## src/rtl/dt_pkg.sv

```systemverilog
/*
  Shared constants for the dual 32-bit timer: register offsets, field
  positions, mode and enable encodings.
  Assumes a 32-bit Avalon-MM slave port with byte addresses.
*/
package dt_pkg;

  // ----------------------------------------------------------------
  // Register map (byte offsets)
  // ----------------------------------------------------------------
  localparam int DT_ADDR_W = 5;
  localparam logic [4:0] DT_OFS_LO_CNT = 5'h00;
  localparam logic [4:0] DT_OFS_HI_CNT = 5'h04;
  localparam logic [4:0] DT_OFS_LO_PRD = 5'h08;
  localparam logic [4:0] DT_OFS_HI_PRD = 5'h0C;
  localparam logic [4:0] DT_OFS_TCR = 5'h10;
  localparam logic [4:0] DT_OFS_GCR = 5'h14;
  localparam logic [4:0] DT_OFS_STAT = 5'h18;

  // ----------------------------------------------------------------
  // timer_control_reg fields
  // ----------------------------------------------------------------
  localparam int DT_TCR_LO_ENA_LSB = 6;
  localparam int DT_TCR_CLK_SEL = 8;
  localparam int DT_TCR_HI_ENA_LSB = 22;

  // ----------------------------------------------------------------
  // global_control_reg fields
  // ----------------------------------------------------------------
  localparam int DT_GCR_LO_OOR = 0;
  localparam int DT_GCR_HI_OOR = 1;
  localparam int DT_GCR_MODE_LSB = 2;
  localparam int DT_GCR_NIB_PRD_LSB = 8;
  localparam int DT_GCR_NIB_CNT_LSB = 12;

  // ----------------------------------------------------------------
  // Encodings
  // ----------------------------------------------------------------
  localparam logic [1:0] DT_MODE_UNCHAINED = 2'h1;
  localparam logic [1:0] DT_MODE_CHAINED = 2'h3;

  typedef enum logic [1:0] {
    DT_ENA_OFF = 2'h0,
    DT_ENA_ONCE = 2'h1,
    DT_ENA_CONT = 2'h2
  } dt_ena_t;

endpackage

```

## src/rtl/dt_ext_sync.sv

```systemverilog
/*
  Synchroniser for the external count clock: three flip-flops, and an
  edge counts once the second and third agree. Emits a one-cycle pulse
  per accepted rising edge.
  Assumes the external clock is slow against clk_in.
*/
`timescale 1ns/1ps
module dt_ext_sync (
  input wire logic clk_in,
  input wire logic reset_n_in,
  input wire logic ext_clock_in,
  output logic rise_out
);

  // ----------------------------------------------------------------
  // State
  // ----------------------------------------------------------------
  typedef struct packed {
    logic s1;    // First stage, read only by s2
    logic s2;
    logic s3;
    logic level; // Accepted level
    logic rise;  // Accepted rising edge
  } dt_sync_t;

  dt_sync_t st_r;
  dt_sync_t st_nxt;

  // Shift and agree-filter
  always_comb begin
    st_nxt = st_r;
    st_nxt.s1 = ext_clock_in;
    st_nxt.s2 = st_r.s1;
    st_nxt.s3 = st_r.s2;
    st_nxt.rise = 1'b0;
    // Glitch shorter than a cycle never agrees
    if (st_r.s2 == st_r.s3) begin
      st_nxt.level = st_r.s3;
      st_nxt.rise = st_r.s3 && !st_r.level;
    end
  end

  // Registers
  always_ff @(posedge clk_in) begin
    if (!reset_n_in) begin
      st_r <= '0;
    end else begin
      st_r <= st_nxt;
    end
  end

  assign rise_out = st_r.rise;

endmodule // dt_ext_sync

```

## src/rtl/dt_timer.sv

```systemverilog
/*
  Dual 32-bit timer, chained and unchained modes, with an Avalon-MM
  register slave and event pulses for the interrupt and DMA controllers.
  Assumes one clock; the external count clock is synchronised here and
  is far slower than clk_in.
*/
// Behaviour
// - Mode 3h chains high prescaler into low
// - Mode 1 gives two independent timers
// - Chained prescaler wraps, ticks after period match
// - Chained low timer advances on prescaler ticks
// - Counter equals period raises irq and dma
// - Continuous counter clears after period match
// - Upper control half ignored when chained
// - Per-half out-of-reset bits; chained needs both
// - Chained: only low enable mode matters
// - Enable mode: stop, once, continuous
// - Nibble prescaler always on internal clock
// - Nibble prescaler ticks after period match
// - Unchained high timer advances per nibble tick
// - High half uses only its bits
// - Unchained low half counts every input clock
// - Unchained halves run independently
// - External clock feeds only low side: low half, or chained prescaler
// - External count synchronised to internal clock
// - Zero count and period never increments
// - Clearing one reset bit resets that half
// - Held half keeps its counter value
// - clock_select picks low half clock source
// - Active timer blocks writes except enables, resets
`timescale 1ns/1ps
module dt_timer (
  input wire logic clk_in,
  input wire logic reset_n_in,
  input wire logic ext_clock_in,
  input wire logic [4:0] address_in,
  input wire logic read_in,
  input wire logic write_in,
  input wire logic [31:0] writedata_in,
  output logic [31:0] readdata_out,
  output logic waitrequest_out,
  output logic timer_irq_low_out,
  output logic timer_irq_high_out,
  output logic timer_dma_event_low_out,
  output logic timer_dma_event_high_out
);

  // ----------------------------------------------------------------
  // State
  // ----------------------------------------------------------------
  typedef struct packed {
    logic [31:0] lo_cnt;  // low_counter
    logic [31:0] hi_cnt;  // high_counter
    logic [31:0] lo_prd;  // low_period
    logic [31:0] hi_prd;  // high_period
    logic [1:0] lo_ena;   // low_enable_mode
    logic [1:0] hi_ena;   // high_enable_mode
    logic clk_sel;        // clock_select
    logic lo_oor;         // low_side_out_of_reset
    logic hi_oor;         // high_side_out_of_reset
    logic [1:0] mode;     // timer_mode_field
    logic [3:0] nib_cnt;  // nibble_prescale_count
    logic [3:0] nib_prd;  // nibble_prescale_period
    logic lo_done;        // One-shot finished, low
    logic hi_done;        // One-shot finished, high
    logic wait_r;         // Bus waitrequest
    logic [31:0] rdata;   // Bus read data
    logic lo_irq;
    logic hi_irq;
    logic lo_dma;
    logic hi_dma;
  } dt_state_t;

  dt_state_t st_r;
  dt_state_t st_nxt;

  logic ext_tick;   // Synchronised external edge
  logic chained;
  logic unchained;
  logic lo_run;     // Low half (or whole chain) counting
  logic hi_run;     // Unchained high half counting
  logic in_step;    // One input clock for the low side
  logic any_act;    // Low half, or unchained high half, enabled and out of reset
  logic wr_acc;     // Write accepted this edge
  logic rd_take;    // Read data latched this edge
  logic pre_tick;   // Chained prescaler tick
  logic nib_tick;   // Nibble prescaler tick
  logic lo_step;
  logic [33:0] lo_adv;
  logic [33:0] hi_adv;

  // ----------------------------------------------------------------
  // External clock synchroniser
  // ----------------------------------------------------------------
  dt_ext_sync u_sync (
    .clk_in(clk_in),
    .reset_n_in(reset_n_in),
    .ext_clock_in(ext_clock_in),
    .rise_out(ext_tick)
  );

  // ----------------------------------------------------------------
  // Timer advance: returns {next count, one-shot done, match}
  // ----------------------------------------------------------------
  function automatic logic [33:0] tmr_adv(input logic [31:0] cnt,
                                          input logic [31:0] prd,
                                          input logic [1:0] ena);
    logic [31:0] n;
    n = cnt;
    if (cnt == 32'h0 && prd == 32'h0) begin
      n = cnt;
    end else if (cnt == prd) begin
      n = 32'h0;
    end else begin
      n = cnt + 32'h1; // Overflow rolls over to zero
    end
    tmr_adv = {n, (n == prd) && (n != cnt) && (ena == dt_pkg::DT_ENA_ONCE),
               (n == prd) && (n != cnt)};
  endfunction

  // ----------------------------------------------------------------
  // Mode and run decode
  // ----------------------------------------------------------------
  assign chained = (st_r.mode == dt_pkg::DT_MODE_CHAINED);
  assign unchained = (st_r.mode == dt_pkg::DT_MODE_UNCHAINED);
  // Chained needs both halves out of reset; only low enable counts
  assign lo_run = st_r.lo_oor && (st_r.lo_ena != dt_pkg::DT_ENA_OFF) && !st_r.lo_done
                  && (unchained || (chained && st_r.hi_oor));
  // High half looks at its own bits only
  assign hi_run = unchained && st_r.hi_oor && (st_r.hi_ena != dt_pkg::DT_ENA_OFF)
                  && !st_r.hi_done;
  // Low side input clock: internal every cycle, or external edge
  assign in_step = st_r.clk_sel ? ext_tick : 1'b1;
  assign any_act = (st_r.lo_oor && st_r.lo_ena != dt_pkg::DT_ENA_OFF)
                   || (unchained && st_r.hi_oor && st_r.hi_ena != dt_pkg::DT_ENA_OFF);
  assign wr_acc = write_in && !st_r.wait_r;
  assign rd_take = read_in && st_r.wait_r;

  // ----------------------------------------------------------------
  // Next-state logic
  // ----------------------------------------------------------------
  always_comb begin
    st_nxt = st_r;
    pre_tick = 1'b0;
    nib_tick = 1'b0;
    lo_step = 1'b0;
    lo_adv = '0;
    hi_adv = '0;
    // Event outputs are single-cycle pulses
    st_nxt.lo_irq = 1'b0;
    st_nxt.hi_irq = 1'b0;
    st_nxt.lo_dma = 1'b0;
    st_nxt.hi_dma = 1'b0;

    // Chained: high_counter is a 32-bit prescaler
    if (chained && lo_run && in_step) begin
      if (st_r.hi_cnt == st_r.hi_prd) begin
        st_nxt.hi_cnt = 32'h0;
        pre_tick = 1'b1;
      end else begin
        st_nxt.hi_cnt = st_r.hi_cnt + 32'h1;
      end
    end

    // Unchained: nibble prescaler, internal clock only
    if (hi_run) begin
      if (st_r.nib_cnt == st_r.nib_prd) begin
        st_nxt.nib_cnt = 4'h0;
        nib_tick = 1'b1;
      end else begin
        st_nxt.nib_cnt = st_r.nib_cnt + 4'h1;
      end
    end

    // Low timer: prescaler ticks when chained, input clock otherwise
    lo_step = chained ? pre_tick : (unchained && lo_run && in_step);
    if (lo_step) begin
      lo_adv = tmr_adv(st_r.lo_cnt, st_r.lo_prd, st_r.lo_ena);
      st_nxt.lo_cnt = lo_adv[33:2];
      st_nxt.lo_done = lo_adv[1];
      st_nxt.lo_irq = lo_adv[0];
      st_nxt.lo_dma = lo_adv[0];
    end

    // Unchained high timer, one step per nibble tick
    if (nib_tick) begin
      hi_adv = tmr_adv(st_r.hi_cnt, st_r.hi_prd, st_r.hi_ena);
      st_nxt.hi_cnt = hi_adv[33:2];
      st_nxt.hi_done = hi_adv[1];
      st_nxt.hi_irq = hi_adv[0];
      st_nxt.hi_dma = hi_adv[0];
    end

    // Bus handshake: one wait cycle, then one ready cycle
    st_nxt.wait_r = !((read_in || write_in) && st_r.wait_r);

    // Read data latched on the wait cycle, stands for the ready cycle
    if (rd_take) begin
      if (address_in == dt_pkg::DT_OFS_LO_CNT) begin
        st_nxt.rdata = st_r.lo_cnt;
      end else if (address_in == dt_pkg::DT_OFS_HI_CNT) begin
        st_nxt.rdata = st_r.hi_cnt;
      end else if (address_in == dt_pkg::DT_OFS_LO_PRD) begin
        st_nxt.rdata = st_r.lo_prd;
      end else if (address_in == dt_pkg::DT_OFS_HI_PRD) begin
        st_nxt.rdata = st_r.hi_prd;
      end else if (address_in == dt_pkg::DT_OFS_TCR) begin
        st_nxt.rdata = '0;
        st_nxt.rdata[dt_pkg::DT_TCR_LO_ENA_LSB +: 2] = st_r.lo_ena;
        st_nxt.rdata[dt_pkg::DT_TCR_CLK_SEL] = st_r.clk_sel;
        st_nxt.rdata[dt_pkg::DT_TCR_HI_ENA_LSB +: 2] = st_r.hi_ena;
      end else if (address_in == dt_pkg::DT_OFS_GCR) begin
        st_nxt.rdata = '0;
        st_nxt.rdata[dt_pkg::DT_GCR_LO_OOR] = st_r.lo_oor;
        st_nxt.rdata[dt_pkg::DT_GCR_HI_OOR] = st_r.hi_oor;
        st_nxt.rdata[dt_pkg::DT_GCR_MODE_LSB +: 2] = st_r.mode;
        st_nxt.rdata[dt_pkg::DT_GCR_NIB_PRD_LSB +: 4] = st_r.nib_prd;
        st_nxt.rdata[dt_pkg::DT_GCR_NIB_CNT_LSB +: 4] = st_r.nib_cnt;
      end else if (address_in == dt_pkg::DT_OFS_STAT) begin
        // Live status: run and one-shot done per half
        st_nxt.rdata = {28'h0, st_r.hi_done, st_r.lo_done, hi_run, lo_run};
      end else begin
        st_nxt.rdata = '0; // Unmapped reads as zero
      end
    end

    // Writes; an active timer accepts only enables and reset bits
    if (wr_acc) begin
      if (address_in == dt_pkg::DT_OFS_LO_CNT) begin
        if (!any_act) begin
          st_nxt.lo_cnt = writedata_in;
        end
      end else if (address_in == dt_pkg::DT_OFS_HI_CNT) begin
        if (!any_act) begin
          st_nxt.hi_cnt = writedata_in;
        end
      end else if (address_in == dt_pkg::DT_OFS_LO_PRD) begin
        if (!any_act) begin
          st_nxt.lo_prd = writedata_in;
        end
      end else if (address_in == dt_pkg::DT_OFS_HI_PRD) begin
        if (!any_act) begin
          st_nxt.hi_prd = writedata_in;
        end
      end else if (address_in == dt_pkg::DT_OFS_TCR) begin
        // Enable write re-arms one-shot halves
        st_nxt.lo_ena = writedata_in[dt_pkg::DT_TCR_LO_ENA_LSB +: 2];
        st_nxt.hi_ena = writedata_in[dt_pkg::DT_TCR_HI_ENA_LSB +: 2];
        // A one-shot finishing on this very edge keeps its done flag
        st_nxt.lo_done = lo_adv[1];
        st_nxt.hi_done = hi_adv[1];
        if (!any_act) begin
          st_nxt.clk_sel = writedata_in[dt_pkg::DT_TCR_CLK_SEL];
        end
      end else if (address_in == dt_pkg::DT_OFS_GCR) begin
        st_nxt.lo_oor = writedata_in[dt_pkg::DT_GCR_LO_OOR];
        st_nxt.hi_oor = writedata_in[dt_pkg::DT_GCR_HI_OOR];
        if (!any_act) begin
          st_nxt.mode = writedata_in[dt_pkg::DT_GCR_MODE_LSB +: 2];
          st_nxt.nib_prd = writedata_in[dt_pkg::DT_GCR_NIB_PRD_LSB +: 4];
          st_nxt.nib_cnt = writedata_in[dt_pkg::DT_GCR_NIB_CNT_LSB +: 4];
        end
      end
    end
  end

  // ----------------------------------------------------------------
  // State register; held halves keep their counts (no clear)
  // ----------------------------------------------------------------
  always_ff @(posedge clk_in) begin
    if (!reset_n_in) begin
      st_r <= '0;
      st_r.wait_r <= 1'b1;
    end else begin
      st_r <= st_nxt;
    end
  end

  // ----------------------------------------------------------------
  // Outputs, all straight from flip-flops
  // ----------------------------------------------------------------
  assign readdata_out = st_r.rdata;
  assign waitrequest_out = st_r.wait_r;
  assign timer_irq_low_out = st_r.lo_irq;
  assign timer_irq_high_out = st_r.hi_irq;
  assign timer_dma_event_low_out = st_r.lo_dma;
  assign timer_dma_event_high_out = st_r.hi_dma;
endmodule // dt_timer

```

## config.mk

```make
export PLATFORM = sky130hd
export DESIGN_NAME = dt_timer
export DESIGN_NICKNAME = d
export VERILOG_FILES = /design/src/rtl/dt_pkg.sv /design/src/rtl/dt_ext_sync.sv /design/src/rtl/dt_timer.sv
export SDC_FILE = /design/constraint.sdc
export NUM_CORES = 1
export LEC_CHECK = 0
export ABC_AREA = 1
export BUFFER_PORTS_ARGS = -buffer_cell sky130_fd_sc_hd__buf_2
export CAP_MARGIN = 10
export CORE_AREA = 2 2 223 225
export CTS_BUF_LIST = sky130_fd_sc_hd__clkbuf_16
export DETAILED_ROUTE_END_ITERATION = 7
export DIE_AREA = 0 0 225 227
export PLACE_DENSITY = 0.45
export RECOVER_POWER = 50
export SLEW_MARGIN = 20
export SYNTH_ARGS = -nofsm -noshare
export SYNTH_HDL_FRONTEND = slang
export SYNTH_SLANG_ARGS = --single-unit
```

## constraint.sdc

```tcl
create_clock -name clk_in -period 4.16 [get_ports clk_in]
set_input_delay 0.208 -clock clk_in [delete_from_list [all_inputs] [get_ports clk_in]]
set_output_delay 0.208 -clock clk_in [all_outputs]
set_load 0.01 [all_outputs]
```

Word level (Yosys, flattened, before mapping)

Cells that the tools add are included.
W data, S select, Z words.

Logic and storage cells: 142
Register bits after elaboration: 187
Input bits: 42

Bitwise operators: 6
Reduce and logical (&&, ||, !) cells: 45
Muxes and demuxes: 47
$add $sub $neg: 3
Equality and inequality tests: 18

Operators with widths:

| cell                    | number |
|---|---|
| $mux W32                | 21 |
| $mux W147               | 1 |
| $eq A32 B32 Y1          | 4 |
| $logic_not A32 Y1       | 4 |
| $mux W115               | 1 |
| $mux W83                | 1 |
| $add A32 B1 Y32 const B | 2 |
| $ne A32 B32 Y1          | 2 |
| $mux W51                | 1 |
| $mux W12                | 2 |
| $mux W24                | 1 |
| $logic_and A1 B1 Y1     | 21 |
| $mux W19                | 1 |
| $mux W16                | 1 |
| $eq A5 B5 Y1 const B    | 3 |
| $reduce_and A7 Y1       | 2 |
| $mux W4                 | 3 |
| $reduce_and A6 Y1       | 2 |
| $eq A5 B4 Y1 const B    | 2 |
| $mux W10                | 1 |
| $mux W1                 | 9 |
| $reduce_and A8 Y1       | 1 |
| $eq A2 B1 Y1 const B    | 3 |
| $mux W2                 | 3 |
| 13 further kinds        | 27 |

Logic depth before layout (Yosys ltp)

Gate-level depths: netlist of the first run.

Depth in word-level cells: 19
Depth in mapped cells: 21

By module

Synthesis of the first run repeated with hierarchy kept, for this count alone.

Cells, all modules: 2577
Area total of the unflattened synthesis: 15094.5 µm²

By module, submodules not included:

| module      | times used | sequential area each (µm²) | cells each | area each (µm²) |
|---|---|---|---|---|
| dt_timer    | 1          | 3643.5                     | 2561       | 14945.6 |
| dt_ext_sync | 1          | 100.1                      | 16         | 148.9 |

Worst setup path before layout of the first run

OpenSTA, ideal clock, no wires.

Path type: register to register
Start: reg st_r[152] (netlist bit)
End: reg st_r[38] (netlist bit)
Setup time: 71 ps
Path slack: 1919 ps
Cell stages (with the launch flop): 20
Arrival: 2169 ps
Period minus slack after synthesis: 2241 ps
Buffers on the path: 0
Cells stage by stage: dfxtp_1 -> ha_1 -> nand2_1 -> nor2_4 -> nand2_1 -> nor2_4 -> nand2_1 -> nand2_1 -> nand2_1 -> inv_2 -> nand2_1 -> nand2_1 -> nand2_1 -> a21oi_1 -> nand2_1 -> nor2_1 -> nand2_1 -> nor2_1 -> nand3_1 -> a21oi_1

Cells in the longest elaborated chain, start to end: 14
Elaborated cells between the ends (all ways): 19

Ends and longest elaborated chain:

| what                                             | line                             | text |
|---|---|---|
| start: declaration                               | dt_timer.sv:74                   | `dt_state_t st_r;` |
| start signal: assignment                         | dt_timer.sv:275                  | `st_r <= st_nxt;` |
| $add A32 B1 Y32 (tied with other cells)          | dt_timer.sv:115                  | `n = cnt + 32'h1;` |
| $mux W32 or $logic_and A1 B1 Y1 (tied branches)  | dt_timer.sv:112, dt_timer.sv:110 |  |
| $mux W32                                         | dt_timer.sv:110                  | `if (cnt == 32'h0 && prd == 32'h0) begin` |
| $mux W32                                         | dt_timer.sv:177                  | `if (lo_step) begin` |
| $eq A32 B32 Y1 or $ne A32 B32 Y1 (tied branches) | dt_timer.sv:117                  | `tmr_adv = {n, (n == prd) && (n != cnt) && (ena == dt_pkg::DT_ENA_ONCE),` |
| $logic_and A1 B1 Y1 * (2 in series)              | dt_timer.sv:117                  |  |
| $mux W1 or $mux W2 (tied branches)               | dt_timer.sv:177                  |  |
| $mux W2                                          | dt_timer.sv:245                  | `end else if (address_in == dt_pkg::DT_OFS_TCR) begin` |
| $mux W19                                         | dt_timer.sv:241                  | `end else if (address_in == dt_pkg::DT_OFS_HI_PRD) begin` |
| $mux W51                                         | dt_timer.sv:237                  | `end else if (address_in == dt_pkg::DT_OFS_LO_PRD) begin` |
| $mux W83                                         | dt_timer.sv:233                  | `end else if (address_in == dt_pkg::DT_OFS_HI_CNT) begin` |
| $mux W115                                        | dt_timer.sv:229                  | `if (address_in == dt_pkg::DT_OFS_LO_CNT) begin` |
| $mux W147 *                                      | dt_timer.sv:228                  | `if (wr_acc) begin` |

Mark *: on every way between the ends. The rest lies on a longest branch, timed or not. The select of a mux whose other input is x is not followed.
A chain may end at the register's enable or synchronous reset.

Worst setup path after layout of the first run

Start: reg st_r[47] (netlist bit)
End: reg st_r[151] (netlist bit)

Cells in the longest elaborated chain, start to end: 12
Elaborated cells between the ends (all ways): 18

Ends and longest elaborated chain:

| what                              | line            | text |
|---|---|---|
| $eq A2 B2 Y1                      | dt_timer.sv:124 | `assign chained = (st_r.mode == dt_pkg::DT_MODE_CHAINED);` |
| $logic_and A1 B1 Y1               | dt_timer.sv:128 | `&& (unchained \|\| (chained && st_r.hi_oor));` |
| $logic_or A1 B1 Y1                | dt_timer.sv:128 |  |
| $logic_and A1 B1 Y1               | dt_timer.sv:128 |  |
| $logic_and A1 B1 Y1 (2 in series) | dt_timer.sv:156 | `if (chained && lo_run && in_step) begin` |
| $mux W32                          | dt_timer.sv:156 |  |
| $mux W32                          | dt_timer.sv:186 | `if (nib_tick) begin` |
| $mux W32                          | dt_timer.sv:234 | `if (!any_act) begin` |
| $mux W32                          | dt_timer.sv:233 |  |
| $mux W115                         | dt_timer.sv:229 |  |
| $mux W147 *                       | dt_timer.sv:228 |  |

Mark *: on every way between the ends. The rest lies on a longest branch, timed or not.

==> results of run 1 <==
[area by class of cell]
cell class	instances	area (µm²)	area share
multi-input cells	1803	8816	0.5642
clock buffers	17	425.4	0.02723
clock inverters	15	165.2	0.01057
flip-flops and latches	187	3744	0.2396
well taps	622	778.2	0.04981
repair buffers	116	679.4	0.04348
inverters	270	1017	0.06510
[power by group]
group	internal (mW)	switching (mW)
Clock	0.894	0.875
Combinational	0.143	0.391
Sequential	1.82	0.0322
Total	2.86	1.30
[flip-flops by register name, summed over array words and instances (netlist names)]
signal,cells
timer_dma_event_low_out,1
st_r,147
readdata_out,32
u_sync.rise_out,1
timer_dma_event_high_out,1
u_sync.st_nxt,2
waitrequest_out,1
u_sync.st_r,2
[synthesized netlist by cell type, types with 11 or more instances]
cell type  count  area (µm²)
a211oi_1      61       457.9
a21oi_1      132       660.6
a31oi_1       12       75.07
buf_2         38       190.2
buf_4         40       300.3
clkbuf_1      76       285.3
dfxtp_1      187        3744
inv_1        242       908.4
inv_2         22       82.58
nand2_1      648        2432
nand3_1      180       900.9
nand4_1       32       200.2
nor2_1       310        1164
nor2_2        11       68.82
nor3_1        37       185.2
o21ai_0      171       855.8
o221a_2       15       168.9
o221ai_1      16       140.1
o22ai_1       33       206.5
xnor2_1       41       359.1
xor2_1        37       324.1
[logic make-up after synthesis]
kind of cell	count (synthesis)	synth area share
adder cells (fa/ha/maj)	5	0.004335
AND/OR/NAND/NOR	1251	0.3640
AO/OA/AOI/OAI	469	0.1943
buffers and inverters	437	0.1306
flip-flops	187	0.2594
XOR/XNOR	78	0.04734
[per-stage QoR]
step	hold slack (ns)	util	instances
floorplan	0.3056	-	2427
finish	0.03635	0.3219	3030
CTS	0.01088	0.3233	3030
global placement	0.3918	0.3095	2990
detailed placement	0.4005	0.3095	2990
global route	0.03616	0.3219	3030
[routing by layer]
layer,GRT usage,routed length (µm),share of wire,up-vias
met2,0.4389,30890,0.47,468
li1,-,-,-,7868
met4,0.08139,1852,0.028,0
met1,0.3409,29620,0.45,7546
met5,0,0,0,-
met3,0.03330,2834,0.043,81
[worst max path at each step]
| stage | start | to | cells past startpoint |
|---|---|---|---|
| floorplan | st_r[152]$_SDFF_PN0_ | st_r[38]$_SDFF_PN0_ | 19 |
| global placement | st_r[152]$_SDFF_PN0_ | st_r[38]$_SDFF_PN0_ | 18 |
| detailed placement | st_r[152]$_SDFF_PN0_ | st_r[38]$_SDFF_PN0_ | 20 |
| CTS | st_r[152]$_SDFF_PN0_ | st_r[38]$_SDFF_PN0_ | 20 |
| global route | st_r[47]$_SDFFE_PN0P_ | st_r[151]$_SDFF_PN0_ | 11 |
| finish | st_r[47]$_SDFFE_PN0P_ | st_r[151]$_SDFF_PN0_ | 11 |
[critical path, stage by stage, from the launching register on]
cell and delay, ns:
dfxtp_1 0.41, inv_1 0.10, nor4_1 0.39, inv_1 0.10, nor2_2 0.23, inv_1 0.16, nor2_1 0.31, clkinv_2 0.79
o21ai_0 0.29, a21oi_1 0.07, nor3_1 0.37, a211oi_1 0.09
[what timing repair did]
item                      in CTS  in global routing
setup buffers                  0                  0
hold endpoints to repair       7                  0
hold buffers                   8                  0
==> flow_metrics.tcl, run 1 <==
set metrics [dict create \
    postSynthAreaPerCell_um2 5.946 \
    ant_nets 0 \
    whs_path_depth 3 \
    route.detailed.drc 0 \
    dieArea_mm2 0.05108 \
    antenna_found_initial 0 \
    clock-sinks 187 \
    rr_worst_depth 11 \
    cellLeakagePower_nw 6.571 \
    first_iter_violations 1358 \
    hold_class "in -> reg" \
    drv_cap 1 \
    dr.pass1.iters 6 \
    die_h_um 227 \
    num_rows 81 \
    cts_resized 0 \
    synth_enable_flop_cells 0 \
    p_per_area_mw_per_mm2 265.8 \
    cts_buffer_depth 2 \
    design_area_mm2 0.01563 \
    critPathKind "reg -> reg" \
    cts_tree "done" \
    diodes 0 \
    finalHoldViolCount 0 \
    ys_ff_latch 187 \
    syn_inst 2427 \
    startpoint_type "flip-flop" \
    synth_nets 2474 \
    relSlewSlack -1.154 \
    status "complete, but fails checks" \
    start_util 0.2972 \
    synthesis.area_mm2 0.01443 \
    violations "capacitance limit, slew limit" \
    boundaryPins 79 \
    worstReg2RegEnd "st_r[151]$_SDFF_PN0_" \
    clockRootBuffer "clkbuf_16" \
    min_from "writedata_in[6]" \
    gr-total-overflow 0 \
    grt_use_total 0.2586 \
    routabilityCongestion 0.9613 \
    place_ws_ns 0.9305 \
    drt-vias-per-instance 5.268 \
    tightest_slew_ns 3.231 \
    async_flop_share 0 \
    synth_ff_type "dfxtp_1" \
    ir_drop_uv 288.8 \
    vias 15963 \
    fmaxAchievable_mhz 283.8 \
    final_common_cell "nand2_1" \
    drt_wl_total_mm 65.20 \
    wire_per_inst_um 21.52 \
    grt_pass1_vias 15183 \
    yosys_warnings 0 \
    min_period_over_period 0.8471 \
    seq_area_frac_synth 0.2594 \
    final.min_clock_period_ns 3.524 \
    die_w_um 225 \
    setup_viol_count_final 0 \
    power_mw 4.153 \
    portBuffers 78 \
    dpl.hpwl_mm 50.24 \
    crit_arrival_ns 3.88 \
    nNetsFinal 2442 \
    fillers 5484 \
    setup_ws_ns 0.6362 \
    fin_setup_tns_ns 0 \
    clk_latency_ns 0.51 \
    rsz0062_at_grt "false" \
    place_area_mm2 0.01502 \
    grt_max_degree 68 \
    synth_cell_types 43 \
    min_to "st_r[158]$_SDFF_PN0_" \
    endpoint_kind "flip-flop" \
    fp.coreArea_mm2 0.04855 \
    layout_common_cells "nand2_1, nor2_1, inv_1" \
    h-tree-depth 4 \
    r2r-start "st_r[47]$_SDFFE_PN0P_" \
    slew_violations 66 \
    clkTransAtPathRegs_ns 0.07 \
    r2r_setup_slack_ns 0.64 \
    area_growth_pct 8.281 \
    critPathMaxFanout 67 \
    grt_pass1_wl_mm 97.76 \
    numCtsBuffers 17 \
    drive_above_1_share 0.07350 \
    critPathRequiredTime_ns 4.52 \
    worst_clock_skew_ns 0.01523 \
]
No activity file was read; power rests on OpenSTA's default activity.
==> run 2: changes to the inputs <==
- clock period: 4.16 -> 3.7 ns (I/O delays scaled with it)
==> flow_metrics.tcl, run 2 (synthesized netlist as in run 1, its figures left out) <==
set metrics [dict create \
    status "complete, but fails checks" \
    violations "capacitance limit, slew limit" \
    met1_usage 0.3394 \
    p_per_area_mw_per_mm2 300.1 \
    wire_per_inst_um 21.69 \
    largest_reg_flops 147 \
    cp_slowest_stage_delay_ns 1.35 \
    boundaryPins 79 \
    r2r_setup_slack_ns 0.44 \
    postCtsSetupBuffers 0 \
    busiest_layer "met2" \
    place_ws_ns 0.5813 \
    critPathRequiredTime_ns 4.11 \
    startpoint_type "input pin" \
    dr.pass1.iters 8 \
    fmaxAchievable_mhz 306.3 \
    gr-total-overflow 0 \
    cpMaxStageDelayCell "inv_1" \
    cellLeakagePower_nw 6.663 \
    routabilityCongestion 0.9682 \
    cts_tree "done" \
    first_iter_violations 1565 \
    drive_above_1_share 0.07886 \
    grt_max_degree 81 \
    endpoint_kind "flip-flop" \
    diodes 0 \
    setup_ws_ns 0.4351 \
    dpl.hpwl_mm 50.88 \
    min_to "st_r[170]$_SDFF_PN0_" \
    fp.coreArea_mm2 0.04855 \
    dieArea_mm2 0.05108 \
    vias 16286 \
    ir_drop_uv 326.2 \
    cp_cell_sequence "clkbuf_1 -> inv_1 -> clkbuf_2 -> a311oi_1" \
    grt_use_met2 0.4333 \
    portBuffers 78 \
    h-tree-depth 4 \
    antenna_found_initial 1 \
    rsz0062_at_grt "false" \
    critPathMaxFanout 36 \
    critPathKind "in -> reg" \
    worst_clock_skew_ns 0.01794 \
    min_from "writedata_in[18]" \
    place_area_mm2 0.01515 \
    worstReg2RegEnd "readdata_out[26]$_SDFFE_PN0P_" \
    finalHoldViolCount 0 \
    crit_arrival_ns 3.68 \
    clock-sinks 187 \
    area_growth_pct 9.313 \
    drt_wl_total_mm 66.03 \
    design_area_mm2 0.01577 \
    whs_path_depth 3 \
    slew_violations 176 \
    grt_pass1_vias 15047 \
    drv_cap 4 \
    cts_resized 0 \
    clkTransAtPathRegs_ns 0.07 \
    layout_common_cells "nand2_1, nor2_1, inv_1" \
    relSlewSlack -0.1887 \
    hold_class "in -> reg" \
    nNetsFinal 2456 \
    route.detailed.drc 0 \
    clockRootBuffer "clkbuf_16" \
    grt_use_met3 0.03988 \
    die_h_um 227 \
    min_period_over_period 0.8824 \
    start_util 0.2972 \
    die_w_um 225 \
    rr_worst_depth 6 \
    numCtsBuffers 17 \
    final_common_cell "nand2_1" \
    cts_buffer_depth 2 \
    tightest_slew_ns 1.781 \
    setup_viol_count_final 0 \
    r2r-start "waitrequest_out$_SDFF_PN1_" \
    num_rows 81 \
    grt_use_total 0.2604 \
    regMostFlops "st_r" \
    drt-vias-per-instance 5.350 \
    final.min_clock_period_ns 3.265 \
    clk_latency_ns 0.51 \
    ant_nets 0 \
    grt_pass1_wl_mm 97.89 \
    fin_setup_tns_ns 0 \
]
-- run 2: area by class of cell --
cell class	count	area (µm²)
fillers	5486	32770
multi-input cells	1803	8831
flip-flops and latches	187	3744
inverters	270	1016
repair buffers	130	803.3
well taps	622	778.2
clock buffers	17	425.4
clock inverters	15	176.4
-- run 2: per-stage QoR --
step           utilization  hold slack, ns  std cells  power, mW
3_5_place_dp        0.3120          0.3730       3003      2.750
6_report            0.3249         0.03394       3044      4.734
5_1_grt             0.3249         0.03446       3044      4.892
2_1_floorplan            -          0.2826       2427      2.521
4_1_cts             0.3263         0.01027       3044      4.781
3_3_place_gp        0.3120          0.3673       3003      2.751
-- run 2: metal layers --
metal | wire length (µm) | up-vias
met4 | 2530 | 2
met2 | 30580 | 610
li1 | - | 7901
met3 | 3807 | 107
met5 | 8 | -
met1 | 29100 | 7666
-- run 2: how the worst max path moves through the flow --
stage	to	slack [ns]	from	depth (start not counted)
final	st_r[51]$_SDFFE_PN0P_	0.44	reset_n_in	4
after global routing	st_r[59]$_SDFFE_PN0P_	0.22	reset_n_in	4
after CTS	st_r[38]$_SDFF_PN0_	0.55	st_r[152]$_SDFF_PN0_	19
after detailed placement	st_r[38]$_SDFF_PN0_	0.58	st_r[152]$_SDFF_PN0_	19
after global placement	st_r[38]$_SDFF_PN0_	0.51	st_r[152]$_SDFF_PN0_	19
after floorplan	st_r[38]$_SDFF_PN0_	1.46	st_r[152]$_SDFF_PN0_	19
-- run 2: worst max-delay path, delay by kind of cell --
family / cells / cell delay, ns
AOI/OAI and AO/OA: 1 / 0.35
buffers and inverters: 3 / 3.12
-- run 2: repair_timing --
item	4_1_cts	5_1_grt
endpoints found under the hold margin	8	0
hold buffers	9	0
endpoints found under the setup margin	0	0
-- run 2: power breakdown --
| part | switching, mW | internal (mW) | leakage (nW) |
|---|---|---|---|
| clock | 1.01 | 1.02 | 0.295 |
| combinational | 0.450 | 0.178 | 4.85 |
| sequential | 0.0358 | 2.04 | 1.51 |
| total | 1.49 | 3.24 | 6.66 |
==> run 3: changes to the inputs <==
- ABC_AREA: 1 -> unset
- CORE_AREA: 2 2 223 225 -> 2 2 159 161
- DIE_AREA: 0 0 225 227 -> 0 0 161 163
- PLACE_DENSITY: 0.45 -> 0.78
- clock period: 3.7 -> 2.72 ns (I/O delays scaled with it)
==> flow_metrics.tcl, run 3 <==
set metrics [dict create \
    path_common_cell "buf_4" \
    yosysTopAreaCellShare 0.2699 \
    syn_inst 1863 \
    rsz0062_at_grt "true" \
    synthesis.area_mm2 0.01387 \
    fp.coreArea_mm2 0.02467 \
    final_common_cell "buf_4" \
    clk_latency_ns 0.45 \
    grt_max_degree 158 \
    cp_slowest_stage_delay_ns 0.63 \
    violations "capacitance limit, slew limit, setup timing" \
    portBuffers 78 \
    dr.pass1.iters 6 \
    critPathRequiredTime_ns 3.11 \
    min_from "writedata_in[10]" \
    worstReg2RegEnd "st_r[38]$_SDFF_PN0_" \
    cellLeakagePower_nw 7.898 \
    layout_common_cells "buf_4, nand2_1, dfxtp_1" \
    drv_cap 1 \
    cts_tree "done" \
    design_area_mm2 0.01909 \
    fillers 1865 \
    synth_cell_types 90 \
    status "complete, but fails checks" \
    worst_clock_skew_ns 0.01905 \
    critPathKind "reg -> reg" \
    placed_cells 2536 \
    relSlewSlack -0.09076 \
    antenna_found_initial 0 \
    finalHoldViolCount 0 \
    cpMaxStageDelayCell "dfxtp_1" \
    first_iter_violations 2990 \
    seq_area_mm2 0.003826 \
    min_to "st_r[66]$_SDFFE_PN0P_" \
    num_rows 58 \
    slew_violations 158 \
    tightest_slew_ns 1.636 \
    dieArea_mm2 0.02624 \
    synth_nets 1910 \
    largest_reg_flops 147 \
    cts_buffer_depth 2 \
    ir_drop_uv 321.3 \
    ys_top_cells_by_area "dfxtp_1, nand2_1, xnor2_1" \
    synth.most_common_cell "nand2_1" \
    postSynthAreaPerCell_um2 7.445 \
    rr_worst_depth 12 \
    nNetsFinal 2294 \
    drive_above_1_share 0.3496 \
    multi_input_area_mm2 0.009714 \
    drt_wl_total_mm 67.15 \
    async_flop_share 0 \
    routabilityCongestion 1.142 \
    crit_arrival_ns 3.48 \
    fmaxAchievable_mhz 323.1 \
    power_mw 6.612 \
    numCtsBuffers 17 \
    synth_top_cell_by_area "dfxtp_1" \
    critPathMaxFanout 8 \
    startpoint_type "flip-flop" \
    h-tree-depth 4 \
    hold_class "in -> reg" \
    ant_nets 0 \
    die_h_um 163 \
    start_util 0.5621 \
    yosys_warnings 0 \
    grt_pass1_vias 15907 \
    r2r-start "st_r[171]$_SDFF_PN0_" \
    ys_ff_latch 187 \
    area_growth_pct 37.65 \
    route.detailed.drc 0 \
    min_period_over_period 1.138 \
    place_area_mm2 0.01746 \
    grt_use_total 0.4989 \
    drt-vias-per-instance 6.731 \
    vias 17440 \
    grt_pass1_wl_mm 98.61 \
    dpl.hpwl_mm 50.69 \
    synth_enable_flop_cells 0 \
    boundaryPins 79 \
    clkTransAtPathRegs_ns 0.09 \
    setup_ws_ns -0.3752 \
    regMostFlops "st_r" \
    die_w_um 161 \
    seq_area_frac_synth 0.2699 \
    synth_ff_type "dfxtp_1" \
    clock-sinks 187 \
    synth_common_cells "nand2_1, dfxtp_1, clkbuf_1" \
    final.min_clock_period_ns 3.095 \
    startpoint "st_r[171]$_SDFF_PN0_" \
    r2r_setup_slack_ns -0.38 \
    gr-total-overflow 0 \
    whs_path_depth 3 \
    wire_per_inst_um 25.92 \
    clockRootBuffer "clkbuf_16" \
    p_per_area_mw_per_mm2 346.3 \
    hold_ws_ns 0.01527 \
    final_cells 2591 \
    setup_viol_count_final 11 \
    endpoint_kind "flip-flop" \
    cp_cell_sequence "xnor2_2 -> nand4_1 -> nor4_2 -> and2_2 -> buf_4 -> o21ai_0 -> and4b_1 -> o2111ai_2 -> or4_4 -> nor4_4 -> buf_4 -> a21o_1" \
]
-- run 3: per-layer routing --
metal | GRT usage | vias to the layer above | wire (µm)
met5 | 0 | - | 0
met4 | 0.2508 | 0 | 4536
met3 | 0.1444 | 329 | 10020
met2 | 0.7202 | 1480 | 26970
met1 | 0.6773 | 8151 | 25620
li1 | - | 7480 | -
-- run 3: cell families (layout without fill, tap and decap cells) --
family	count (synthesis)	in the layout	synth area share
other	0	1	0
DFF	187	187	0.2699
and+or+nand+nor	760	760	0.2856
adders and majority gates	5	5	0.004511
AOI/OAI and AO/OA	496	496	0.2466
xor gates and xnor gates	134	134	0.08462
buffers and inverters	253	650	0.08660
muxes	28	28	0.02219
-- run 3: what timing repair did --
item                       CTS  global route
setup buffers                8            11
pin swaps                   30            40
setup endpoints to repair   62            42
hold endpoints to repair     4             0
resized for setup          127           105
hold buffers                 4             0
-- run 3: per-stage QoR --
| step | setup WS (ns) | setup TNS (ns) | util |
|---|---|---|---|
| 6_report | -0.3752 | -1.459 | 0.7738 |
| 5_1_grt | -0.4526 | -2.229 | 0.7737 |
| 4_1_cts | -0.2318 | -0.6819 | 0.7563 |
| 3_5_place_dp | -0.5886 | -12.83 | 0.7077 |
| 3_3_place_gp | -0.5954 | -14.64 | 0.7077 |
| 2_1_floorplan | 0.04219 | 0 | - |
-- run 3: power breakdown --
group | switching (mW) | internal [mW] | leakage [nW]
registers | 0.0337 | 2.76 | 1.54
logic | 0.685 | 0.451 | 6.07
clock network | 1.35 | 1.33 | 0.294
total | 2.07 | 4.54 | 7.90
-- run 3: final cells by class --
cell class              instances  share of cell area
clock inverters                15            0.009175
flip-flops and latches        187              0.2004
well taps                     330             0.02163
clock buffers                  17             0.02228
multi-input cells            1423              0.5088
inverters                      23            0.004522
diodes                          1           0.0001311
repair buffers                595              0.2330
-- run 3: worst max-delay path by stage --
stage / to / slack [ns] / cells past startpoint
3_3_place_gp: st_r[37]$_SDFF_PN0_ / -0.60 / 11
3_5_place_dp: st_r[37]$_SDFF_PN0_ / -0.59 / 12
4_1_cts: st_r[38]$_SDFF_PN0_ / -0.23 / 14
6_report: st_r[38]$_SDFF_PN0_ / -0.38 / 12
2_1_floorplan: timer_dma_event_low_out$_SDFF_PN0_ / 0.04 / 13
5_1_grt: st_r[38]$_SDFF_PN0_ / -0.45 / 14
-- run 3: critical path, delay by kind of cell (launching register included) --
kind / cells / cell delay [ns]
compound gates: 3 / 0.46
xor+xnor: 1 / 0.16
buf+inv: 2 / 0.33
flops: 1 / 0.63
simple gates: 6 / 1.44
